==> config.mk <==
export PLATFORM = sky130hd
export DESIGN_NAME = alert_pin_routing
export DESIGN_NICKNAME = d
export VERILOG_FILES = /design/src/common/alert_route_pkg.sv /design/src/core/alert_pin_routing.sv /design/src/core/alert_pulse_timer.sv
export SDC_FILE = /design/constraint.sdc
export NUM_CORES = 1
export LEC_CHECK = 0
export ABC_AREA = 1
export BUFFER_PORTS_ARGS = -buffer_cell sky130_fd_sc_hd__buf_2
export CAP_MARGIN = 10
export CORE_ASPECT_RATIO = 0.5
export CORE_MARGIN = 5
export CORE_UTILIZATION = 50
export CTS_CLUSTER_DIAMETER = 200
export DETAILED_ROUTE_END_ITERATION = 10
export GPL_TIMING_DRIVEN = 0
export PLACE_DENSITY_LB_ADDON = 0.12
export SLEW_MARGIN = 10
export SYNTH_ARGS = -nofsm -noshare
export SYNTH_HDL_FRONTEND = slang
export SYNTH_SLANG_ARGS = --single-unit
==> constraint.sdc <==
create_clock -name clock_in -period 1.6 [get_ports clock_in]
set_input_delay 0.16 -clock clock_in [delete_from_list [all_inputs] [get_ports clock_in]]
set_output_delay 0.16 -clock clock_in [all_outputs]
set_load 0.02 [all_outputs]
==> src/common/alert_route_pkg.sv <==
// Package: constants and types for the alert pin routing block
package alert_route_pkg;

  // ****************************************
  // Register map
  // ****************************************
  localparam int              ADDR_W          = 8;
  localparam int              DATA_W          = 24;
  localparam int              PIN_COUNT       = 2;
  localparam logic [1:0][7:0] ROUTE_ADDR      = {8'h28, 8'h27};
  localparam logic [23:0]     ROUTE_RESET     = 24'h000000;
  localparam logic [23:0]     ROUTE_IMPL_MASK = 24'hFFFFFE;
  localparam logic [23:0]     SOURCE_MASK     = 24'hFFFFFC;

  // ****************************************
  // Field positions (channel 1 at the top of each group)
  // ****************************************
  localparam int OVERCURRENT_MSB  = 23;
  localparam int UNDERCURRENT_MSB = 19;
  localparam int OVERVOLTAGE_MSB  = 15;
  localparam int UNDERVOLTAGE_MSB = 11;
  localparam int OVERPOWER_MSB    = 7;
  localparam int ACCUM_FULL_BIT   = 3;
  localparam int COUNT_FULL_BIT   = 2;
  localparam int CONV_PULSE_BIT   = 1;

  // ****************************************
  // Timing
  // ****************************************
  localparam int CLK_FREQ_MHZ  = 200;
  localparam int PULSE_TIME_NS = 5000;
  localparam int PULSE_CYCLES  = (PULSE_TIME_NS * CLK_FREQ_MHZ) / 1000;

  // ****************************************
  // Register access request
  // ****************************************
  typedef struct packed {
    logic              wr;
    logic              rd;
    logic [ADDR_W-1:0] addr;
    logic [DATA_W-1:0] wdata;
  } reg_req_type;

endpackage : alert_route_pkg

==> src/core/alert_pin_routing.sv <==
// Alert pin routing: two routing registers steering sources to two pins
//
// Overview of operation
// - Read/write routing register at 27h connects sources to the first pin.
// - Identical read/write routing register at 28h serves the second pin.
// - Routing acts on a pin only while its function select picks alert.
// - A source reaches a pin only if globally enabled and routed there.
// - Bits 23:20 overcurrent, bits 19:16 undercurrent, channels 1 to 4.
// - Bits 15:12 overvoltage, bits 11:8 undervoltage, channels 1 to 4.
// - Bits 7:4 overpower, channels 1 to 4.
// - Bit 3 routes the accumulator fullness or overflow alert.
// - Bit 2 routes the sample counter fullness or overflow alert.
// - First register bit 1 gives a 5 us pin pulse per conversion cycle.
// - While the first pin is an alert output its slow input is unused.
// - Routing bits reset to zero; bit 0 is unimplemented, reads zero.
// - Second register bit 1 gives a 5 us pin pulse per conversion cycle.
`timescale 1ns/1ps
`default_nettype none

module alert_pin_routing (
  input  wire logic                       clock_in,
  input  wire logic                       rst_n_in,
  input  wire alert_route_pkg::reg_req_type reg_req_in,
  output var  logic [23:0]                reg_rdata_out,
  output var  logic                       reg_rvalid_out,
  input  wire logic [23:0]                alert_cond_in,
  input  wire logic [23:0]                alert_enable_in,
  input  wire logic [1:0]                 alert_func_in,
  input  wire logic                       conv_done_in,
  input  wire logic [1:0]                 pin_in,
  output var  logic [1:0]                 pin_out,
  output var  logic [1:0]                 pin_oe_out,
  output var  logic [1:0]                 pin_level_out
);

  // ****************************************
  // Storage
  // ****************************************
  logic [1:0][23:0] route_ff;
  logic [1:0]       pulse_active;
  logic [1:0]       source_hit;
  logic [1:0]       nxt_assert;
  logic [1:0]       pin_sync1_ff;
  logic [1:0]       pin_sync2_ff;
  logic [1:0]       pin_out_ff;
  logic [1:0]       pin_oe_ff;
  logic [1:0]       pin_level_ff;
  logic [23:0]      rdata_ff;
  logic             rvalid_ff;

  // ****************************************
  // Per-pin routing, pulse and pin drive
  // ****************************************
  genvar p;
  generate
    for (p = 0; p < alert_route_pkg::PIN_COUNT; p++) begin : g_pin
      logic route_wr;
      logic pulse_start;

      assign route_wr = reg_req_in.wr &&
                        reg_req_in.addr == alert_route_pkg::ROUTE_ADDR[p];

      always_ff @(posedge clock_in or negedge rst_n_in) begin
        if (!rst_n_in) begin
          route_ff[p] <= alert_route_pkg::ROUTE_RESET;
        end else if (route_wr) begin
          // Bit 0 does not exist in hardware, so it never stores a one
          route_ff[p] <= reg_req_in.wdata &
                         alert_route_pkg::ROUTE_IMPL_MASK;
        end
      end

      // Enabled and routed sources combine as a plain OR
      assign source_hit[p] = |(alert_cond_in & alert_enable_in &
                               route_ff[p] &
                               alert_route_pkg::SOURCE_MASK);

      assign pulse_start = conv_done_in && alert_func_in[p] &&
        route_ff[p][alert_route_pkg::CONV_PULSE_BIT];

      alert_pulse_timer #(
        .CYCLES (alert_route_pkg::PULSE_CYCLES)
      ) u_pulse (
        .clock_in   (clock_in),
        .rst_n_in   (rst_n_in),
        .start_in   (pulse_start),
        .active_out (pulse_active[p])
      );

      // Routing is ignored entirely unless the pin is in alert function
      assign nxt_assert[p] = alert_func_in[p] &&
                             (source_hit[p] || pulse_active[p]);

      // Open-drain style: drive low only while asserting, else release
      always_ff @(posedge clock_in or negedge rst_n_in) begin
        if (!rst_n_in) begin
          pin_oe_ff[p]  <= 1'b0;
          pin_out_ff[p] <= 1'b1;
        end else begin
          pin_oe_ff[p]  <= nxt_assert[p];
          pin_out_ff[p] <= ~nxt_assert[p];
        end
      end

      always_ff @(posedge clock_in or negedge rst_n_in) begin
        if (!rst_n_in) begin
          pin_sync1_ff[p] <= 1'b0;
          pin_sync2_ff[p] <= 1'b0;
        end else begin
          pin_sync1_ff[p] <= pin_in[p];
          pin_sync2_ff[p] <= pin_sync1_ff[p];
        end
      end

      // Input function of the pin is cut off while it serves as alert
      always_ff @(posedge clock_in or negedge rst_n_in) begin
        if (!rst_n_in) begin
          pin_level_ff[p] <= 1'b0;
        end else begin
          pin_level_ff[p] <= alert_func_in[p] ? 1'b0
                                              : pin_sync2_ff[p];
        end
      end
    end
  endgenerate

  // ****************************************
  // Register read port
  // ****************************************
  always_ff @(posedge clock_in or negedge rst_n_in) begin
    if (!rst_n_in) begin
      rdata_ff  <= 24'h000000;
      rvalid_ff <= 1'b0;
    end else begin
      rvalid_ff <= reg_req_in.rd;
      if (reg_req_in.rd) begin
        case (reg_req_in.addr)
          alert_route_pkg::ROUTE_ADDR[0]: begin
            rdata_ff <= route_ff[0];
          end
          alert_route_pkg::ROUTE_ADDR[1]: begin
            rdata_ff <= route_ff[1];
          end
          default: begin
            rdata_ff <= 24'h000000;
          end
        endcase
      end
    end
  end

  assign reg_rdata_out  = rdata_ff;
  assign reg_rvalid_out = rvalid_ff;
  assign pin_out        = pin_out_ff;
  assign pin_oe_out     = pin_oe_ff;
  assign pin_level_out  = pin_level_ff;
endmodule : alert_pin_routing

`default_nettype wire

==> src/core/alert_pulse_timer.sv <==
// Retriggerable fixed-length pulse timer
`timescale 1ns/1ps
`default_nettype none

module alert_pulse_timer #(
  parameter int CYCLES = 1000
) (
  input  wire logic clock_in,
  input  wire logic rst_n_in,
  input  wire logic start_in,
  output var  logic active_out
);

  localparam int CW = $clog2(CYCLES + 1);

  logic [CW-1:0] cnt_ff;
  logic          active_ff;

  // A new start restarts the full length rather than extending it
  always_ff @(posedge clock_in or negedge rst_n_in) begin
    if (!rst_n_in) begin
      cnt_ff    <= '0;
      active_ff <= 1'b0;
    end else if (start_in) begin
      cnt_ff    <= CW'(CYCLES - 1);
      active_ff <= 1'b1;
    end else if (active_ff) begin
      if (cnt_ff == '0) begin
        active_ff <= 1'b0;
      end else begin
        cnt_ff <= cnt_ff - 1'b1;
      end
    end
  end

  assign active_out = active_ff;
endmodule : alert_pulse_timer

`default_nettype wire

==> flow_summary.ini, run 1 <==
[clock_network]
cts_buffer_depth = 2
cts_tree = yes
path_clk_slew_ns = 0.07
clock_latency_ns = 0.35
cts_root_buffer = clkbuf_16
ctsHtreeMaxLevel = 3
cts_made_buffers = 9
clock_sinks = 102

[sta]
worstMarginPinSlew_ns = 0.5358
fin_skew_ns = 0.007854
slew_viol_final = 0
clock.fmax_mhz = 661.6
hold_viol = 0
finalSetupViolCount = 0
slew_headroom = 0.6418
fin_crit_sh = 0.9447
hold_ws_ns = 0.03295
min_period_ns = 1.512

[logic_synthesis]
yosysWarnings = 0
synth_edf_count = 0
yosysTopAreaCellShare = 0.4840
synthTopCellsByArea = dfrtp_1 48%, nand2_1 17%, nand3_1 13%
synth_ff_type = dfrtp_1
syn-num-nets = 745
syn_area_per_cell_um2 = 7.905
synthArstFlopShare = 1.000
yosysSeqAreaShare = 0.4942
synth_most_common_cell = nand2_1
yosys-top-cells-count = 231 x nand2_1, 131 x nand3_1, 100 x dfrtp_1
synth_cell_types = 23
yosys.area.top_type = dfrtp_1
ys_ff_latch = 102
syn_area_mm2 = 0.005170
synthCells = 654

[detailed_routing]
vias = 4817
drc_errors = 0
dr.pass1.iters = 5
ant_nets = 0
wl_per_cell_um = 15.35
wl_mm = 14.34
drtIter0Drc = 256
routed_via_density = 5.157

[placement]
gp_congestion = 0.8531
place_area_mm2 = 0.005944
placed_cells = 908
numPortBuffers = 113
post-dp-hpwl_mm = 10.55

[global_route]
grt_pass1_wl_mm = 23.06
grt_overflow = 0
grt_use_total = 0.2341
grt_max_degree = 54
grt_pass1_vias = 4632
grt_antenna_before_repair = 0

[worst_setup_path]
crit_buf_inv = 1
path_class = reg2reg
cp-start-kind = register
path_cells = inv_2, ha_4, nand2_2, nor2_2, nand3_2, nand2_4, nand2_2, nand2_1, nand2_1
critPathRequiredTime_ns = 1.84
critPathCaptureType = register
worstPathArrival_ns = 1.75
critPathSlowestCell = dfrtp_1
cpLargestDelayFamily = simple AND/OR/NAND/NOR gates
max_stage_delay_ns = 0.40
cp_max_fo = 5

[floorplanning]
coreArea_mm2 = 0.01015
std_cell_rows = 26
die_w_um = 153.8
io_pins = 120
die-area_mm2 = 0.01260
start_util = 0.5094
die_h_um = 81.90

[finish]
stdcell_count = 934
insertedDiodeCount = 0
fillers = 926
fin_util = 0.6307
syn2layout_area_growth_pct = 23.81
drive_gt1_frac = 0.2582
nets = 880
fin_area_mm2 = 0.006401

[status]
status = completed

[power_and_ir_drop]
peakVddDrop_v = 0.0005641
power_density_mw_per_mm2 = 1029
p_leak_nw = 3.513

[flow_run]
cap_violations = 0

[min_path]
hold_class = in2reg
[final timing paths]
| path | from | end | slack (ns) | depth (start not counted) |
|---|---|---|---|---|
| max | g_pin[0].u_pulse.cnt_ff[0] | g_pin[0].u_pulse.cnt_ff[9] | 0.09 | 9 |
| min | reg_req_in[32] | reg_rvalid_out | 0.03 | 1 |
| max reg2reg | g_pin[0].u_pulse.cnt_ff[0] | g_pin[0].u_pulse.cnt_ff[9] | 0.09 | 9 |
| min reg2reg | pin_sync1_ff[0] | pin_sync2_ff[0] | 0.36 | 0 |
| max in group asynchronous | rst_n_in | pin_out[0] | 0.59 | 3 |
| min in group asynchronous | rst_n_in | reg_rdata_out[11] | 0.33 | 2 |
[placed cells by master (no fill, tap or decap), types with 4 or more instances in the layout]
| cell | synthesis | final |
|---|---|---|
| clkbuf_16 | 0 | 9 |
| inv_1 | 49 | 47 |
| nand4_1 | 6 | 6 |
| nor2_1 | 39 | 37 |
| nand3_1 | 131 | 129 |
| or2_2 | 4 | 4 |
| o21ai_2 | 23 | 23 |
| buf_2 | 3 | 115 |
| buf_4 | 9 | 11 |
| clkbuf_1 | 6 | 6 |
| nand2_2 | 2 | 5 |
| o21ai_1 | 23 | 23 |
| buf_6 | 8 | 11 |
| dfrtp_1 | 100 | 100 |
| nand2_1 | 231 | 226 |
| dlygate4sd3_1 | 0 | 5 |
| o21ai_0 | 5 | 5 |
[power breakdown]
part,switching [mW],total (mW),internal [mW]
sequential,0.263,3.10,2.84
clock,0.958,2.18,1.22
combinational,0.760,1.31,0.546
total,1.98,6.58,4.60
[worst reg2reg max path, stage by stage (launching register included)]
cell     delay (ns)
dfrtp_1        0.40
inv_2          0.10
ha_4           0.16
nand2_2        0.08
nor2_2         0.15
nand3_2        0.13
nand2_4        0.13
nand2_2        0.11
nand2_1        0.10
nand2_1        0.05
[sequential cells by signal (all words and copies together) (netlist names)]
signal	count
pin_oe_out	2
reg_rvalid_out	1
pin_out	2
pin_sync1_ff	2
route_ff	46
g_pin.u_pulse.active_out	2
g_pin.u_pulse.cnt_ff	20
pin_level_out	2
pin_sync2_ff	2
reg_rdata_out	23
[logic make-up (layout without fill, tap and decap cells)]
family / Yosys count / in the layout / share of synthesized area
buffers and inverters: 76 / 215 / 0.07405
and+or+nand+nor: 419 / 420 / 0.3550
adders and majority gates: 2 / 2 / 0.004839
AOI/OAI and AO/OA: 51 / 51 / 0.06607
DFF: 102 / 102 / 0.4942
other: 1 / 1 / 0.0007253
xor gates and xnor gates: 3 / 3 / 0.005083
[area by class of cell]
class	instances	area, µm²	share of cell area
clock inverters	5	60.06	0.009382
clock buffers	11	232.7	0.03636
multi-input cells	477	2306	0.3602
plain buffers	26	205.2	0.03206
flip-flops and latches	102	2555	0.3991
inverters	50	187.7	0.02932
well taps	140	175.2	0.02737
repair buffers	123	679.4	0.1061
[routing by layer]
| layer | GRT usage | part of all wire | vias to the layer above |
|---|---|---|---|
| li1 | - | - | 2386 |
| met1 | 0.3144 | 0.44 | 2281 |
| met2 | 0.3939 | 0.49 | 142 |
| met3 | 0.05842 | 0.060 | 8 |
| met4 | 0.04670 | 0.0044 | 0 |
| met5 | 0 | 0 | - |
[per-stage QoR]
| stage | TNS [ns] | power [mW] | setup WS (ns) |
|---|---|---|---|
| after floorplan | 0 | 3.913 | 0.1531 |
| after global placement | -75.76 | 4.274 | -0.7550 |
| after detailed placement | -1.072 | 4.340 | -0.09328 |
| after CTS | 0 | 6.530 | 0.009974 |
| after global routing | -0.1397 | 7.006 | -0.02751 |
| final | 0 | 6.585 | 0.08849 |
[what timing repair did]
| action | 4_1_cts | 5_1_grt |
|---|---|---|
| endpoints found under the setup margin | 21 | 21 |
| resized for setup | 10 | 15 |
| setup buffers | 0 | 3 |
| endpoints found under the hold margin | 55 | 0 |
| pin swaps | 1 | 5 |
| hold buffers | 5 | 0 |
| gates cloned | 0 | 2 |
Power figures use the tool's default switching activity.
==> inputs of run 2 (changes only) <==
Settings changed: ABC_AREA 1 to default, PLACE_DENSITY from default to 0.78, PLACE_DENSITY_LB_ADDON 0.12 to default.
==> flow_summary.ini, run 2 <==
[finish]
nets = 632
final_cell_mix = 121 x buf_2, 98 x dfrtp_1, 46 x mux2_2
drive_gt1_frac = 0.4341
fillers = 674
final_common_cell = buf_2
fin_area_mm2 = 0.006006
fin_util = 0.6803
syn2layout_area_growth_pct = 30.97
largest_reg_flops = 46
insertedDiodeCount = 0
largest-register = route_ff

[global_route]
grt_max_degree = 60
grt_use_total = 0.2235
grt_antenna_before_repair = 0
grt_pass1_vias = 4030
grt_pass1_wl_mm = 20.04
grt_overflow = 0

[clock_network]
path_clk_slew_ns = 0.07
cts_root_buffer = clkbuf_16
cts_buffer_depth = 2
ctsHtreeMaxLevel = 3
clock_sinks = 102
cts_made_buffers = 9
clock_latency_ns = 0.35
cts_tree = yes

[sta]
fin_crit_sh = 1.060
finalSetupViolCount = 10
clock.fmax_mhz = 589.7
fin_skew_ns = 0.009196
min_period_ns = 1.696
hold_viol = 0
slew_viol_final = 0
worstMarginPinSlew_ns = 0.5793
slew_headroom = 0.6138
hold_ws_ns = 0.05045
tns_ns = -0.5545
setup_slack_ns = -0.09571
grt_setup_unrepaired = true

[status]
status = complete, but fails checks
failed_checks = negative setup slack

[logic_synthesis]
synthArstFlopShare = 1.000
synth_most_common_cell = dfrtp_1
syn_area_per_cell_um2 = 11.52
yosysTopAreaCellShare = 0.5457
syn_area_mm2 = 0.004586
yosysWarnings = 0
synth_edf_count = 0
synth_ff_type = dfrtp_1
synthCells = 398
ys_ff_latch = 102
syn-num-nets = 489
yosys-top-cells-count = 100 x dfrtp_1, 46 x mux2_2, 29 x nor2_1
synthTopCellsByArea = dfrtp_1 55%, mux2_2 11%, a22oi_1 3.8%
yosysSeqAreaShare = 0.5572
synth_cell_types = 52
yosys.area.top_type = dfrtp_1

[floorplanning]
coreArea_mm2 = 0.008828
die_h_um = 77.72
io_pins = 120
die_w_um = 145.4
start_util = 0.5194
std_cell_rows = 24
die-area_mm2 = 0.01130

[worst_setup_path]
path_cells = or4_4, o31ai_4, buf_4, o211ai_1
max_stage_delay_ns = 0.58
regToRegStartpoint = g_pin[0].u_pulse.cnt_ff[6]
rr_worst_depth = 4
path_class = reg2reg
r2r_end = g_pin[0].u_pulse.cnt_ff[1]
critPathSlowestCell = or4_4
cp-start-kind = register
critPathCaptureType = register
cp_max_fo = 5
critPathRequiredTime_ns = 1.82
worstPathArrival_ns = 1.92
worstSetupEndpoint = g_pin[0].u_pulse.cnt_ff[1]
crit_path_start = g_pin[0].u_pulse.cnt_ff[6]
worst-r2r-setup-slack_ns = -0.1

[detailed_routing]
vias = 3827
drtIter0Drc = 254
ant_nets = 0
wl_per_cell_um = 18.80
drc_errors = 0
routed_via_density = 5.772
dr.pass1.iters = 5
wl_mm = 12.47

[placement]
post-dp-hpwl_mm = 8.927
gp_congestion = 0.8009
numPortBuffers = 113
place_area_mm2 = 0.005340

[power_and_ir_drop]
power_density_mw_per_mm2 = 1239
p_leak_nw = 2.850
peakVddDrop_v = 0.0006768

[flow_run]
cap_violations = 0

[min_path]
hold_class = in2reg
hold_path.startpoint = alert_func_in[0]
## run 2: changes by cell type after synthesis, sizes merged, moves of 28 or more
cell / change
mux2: +46
nand3: -108
o21ai: -45
a21oi: +28
inv: -45
nand2: -220
## run 2: cell families (layout without fill, tap and decap cells)
kind of cell / count (synthesis) / count (layout) / synth area share
and+or+nand+nor: 124 / 124 / 0.1495
DFF: 102 / 102 / 0.5572
AOI/OAI and AO/OA: 94 / 94 / 0.1392
muxes: 46 / 46 / 0.1130
buffers and inverters: 24 / 172 / 0.02537
xor gates and xnor gates: 5 / 5 / 0.009552
adders and majority gates: 2 / 2 / 0.005456
other: 1 / 1 / 0.0008178
## run 2: worst min path at each step
| stage | cells after the start | end | slack, ns |
|---|---|---|---|
| 2_1_floorplan | 0 | g_pin[0].u_pulse.active_out | -0.14 |
| 3_3_place_gp | 1 | pin_sync1_ff[0] | 0.27 |
| 3_5_place_dp | 1 | route_ff[39] | 0.20 |
| 4_1_cts | 2 | pin_out[0] | 0.04 |
| 5_1_grt | 2 | pin_out[0] | 0.04 |
| 6_report | 2 | pin_out[0] | 0.05 |
## run 2: repair_timing
item,CTS,global route
gates resized for setup,10,22
endpoints found under the setup margin,14,57
endpoints found under the hold margin,45,0
hold buffers,4,0
setup buffers,10,4
pin swaps,5,14
## run 2: metrics by stage
step / std cells / worst slack [ns] / total power, mW
after floorplan: 398 / 0.003770 / 3.912
after global placement: 628 / -0.6977 / 4.283
after detailed placement: 629 / -0.3056 / 4.346
after CTS: 659 / -0.07809 / 7.230
after global routing: 663 / -0.1635 / 7.795
final: 663 / -0.09571 / 7.443
## run 2: metal layers
layer	GRT usage	share of wire	vias to the layer above
met1	0.2812	0.41	1903
met2	0.3782	0.51	121
met4	0.08007	0.021	0
li1	-	-	1774
met5	0	0	-
met3	0.05937	0.057	29
## run 2: critical path: cells and delay by family (launching register included)
family                 cells  cell delay, ns
buffers and inverters      1            0.18
AOI/OAI and AO/OA          2            0.39
DFF                        1            0.42
and+or+nand+nor            1            0.58
## run 2: area by class of cell
type                            instances  area [µm²]  share of cell area
Sequential cell                       102        2557              0.4258
Inverter                                5       18.77            0.003125
Timing Repair Buffer                  132       740.7              0.1233
Clock inverter                          6       140.1             0.02333
Buffer                                 19       97.59             0.01625
Multi-Input combinational cell        272        2066              0.3440
Tap cell                              117       146.4             0.02437
Clock buffer                           10       239.0             0.03979
## run 2: report_power, final
group	switching, mW	internal [mW]
clock network	0.986	1.75
logic	0.720	0.744
registers	0.359	2.89
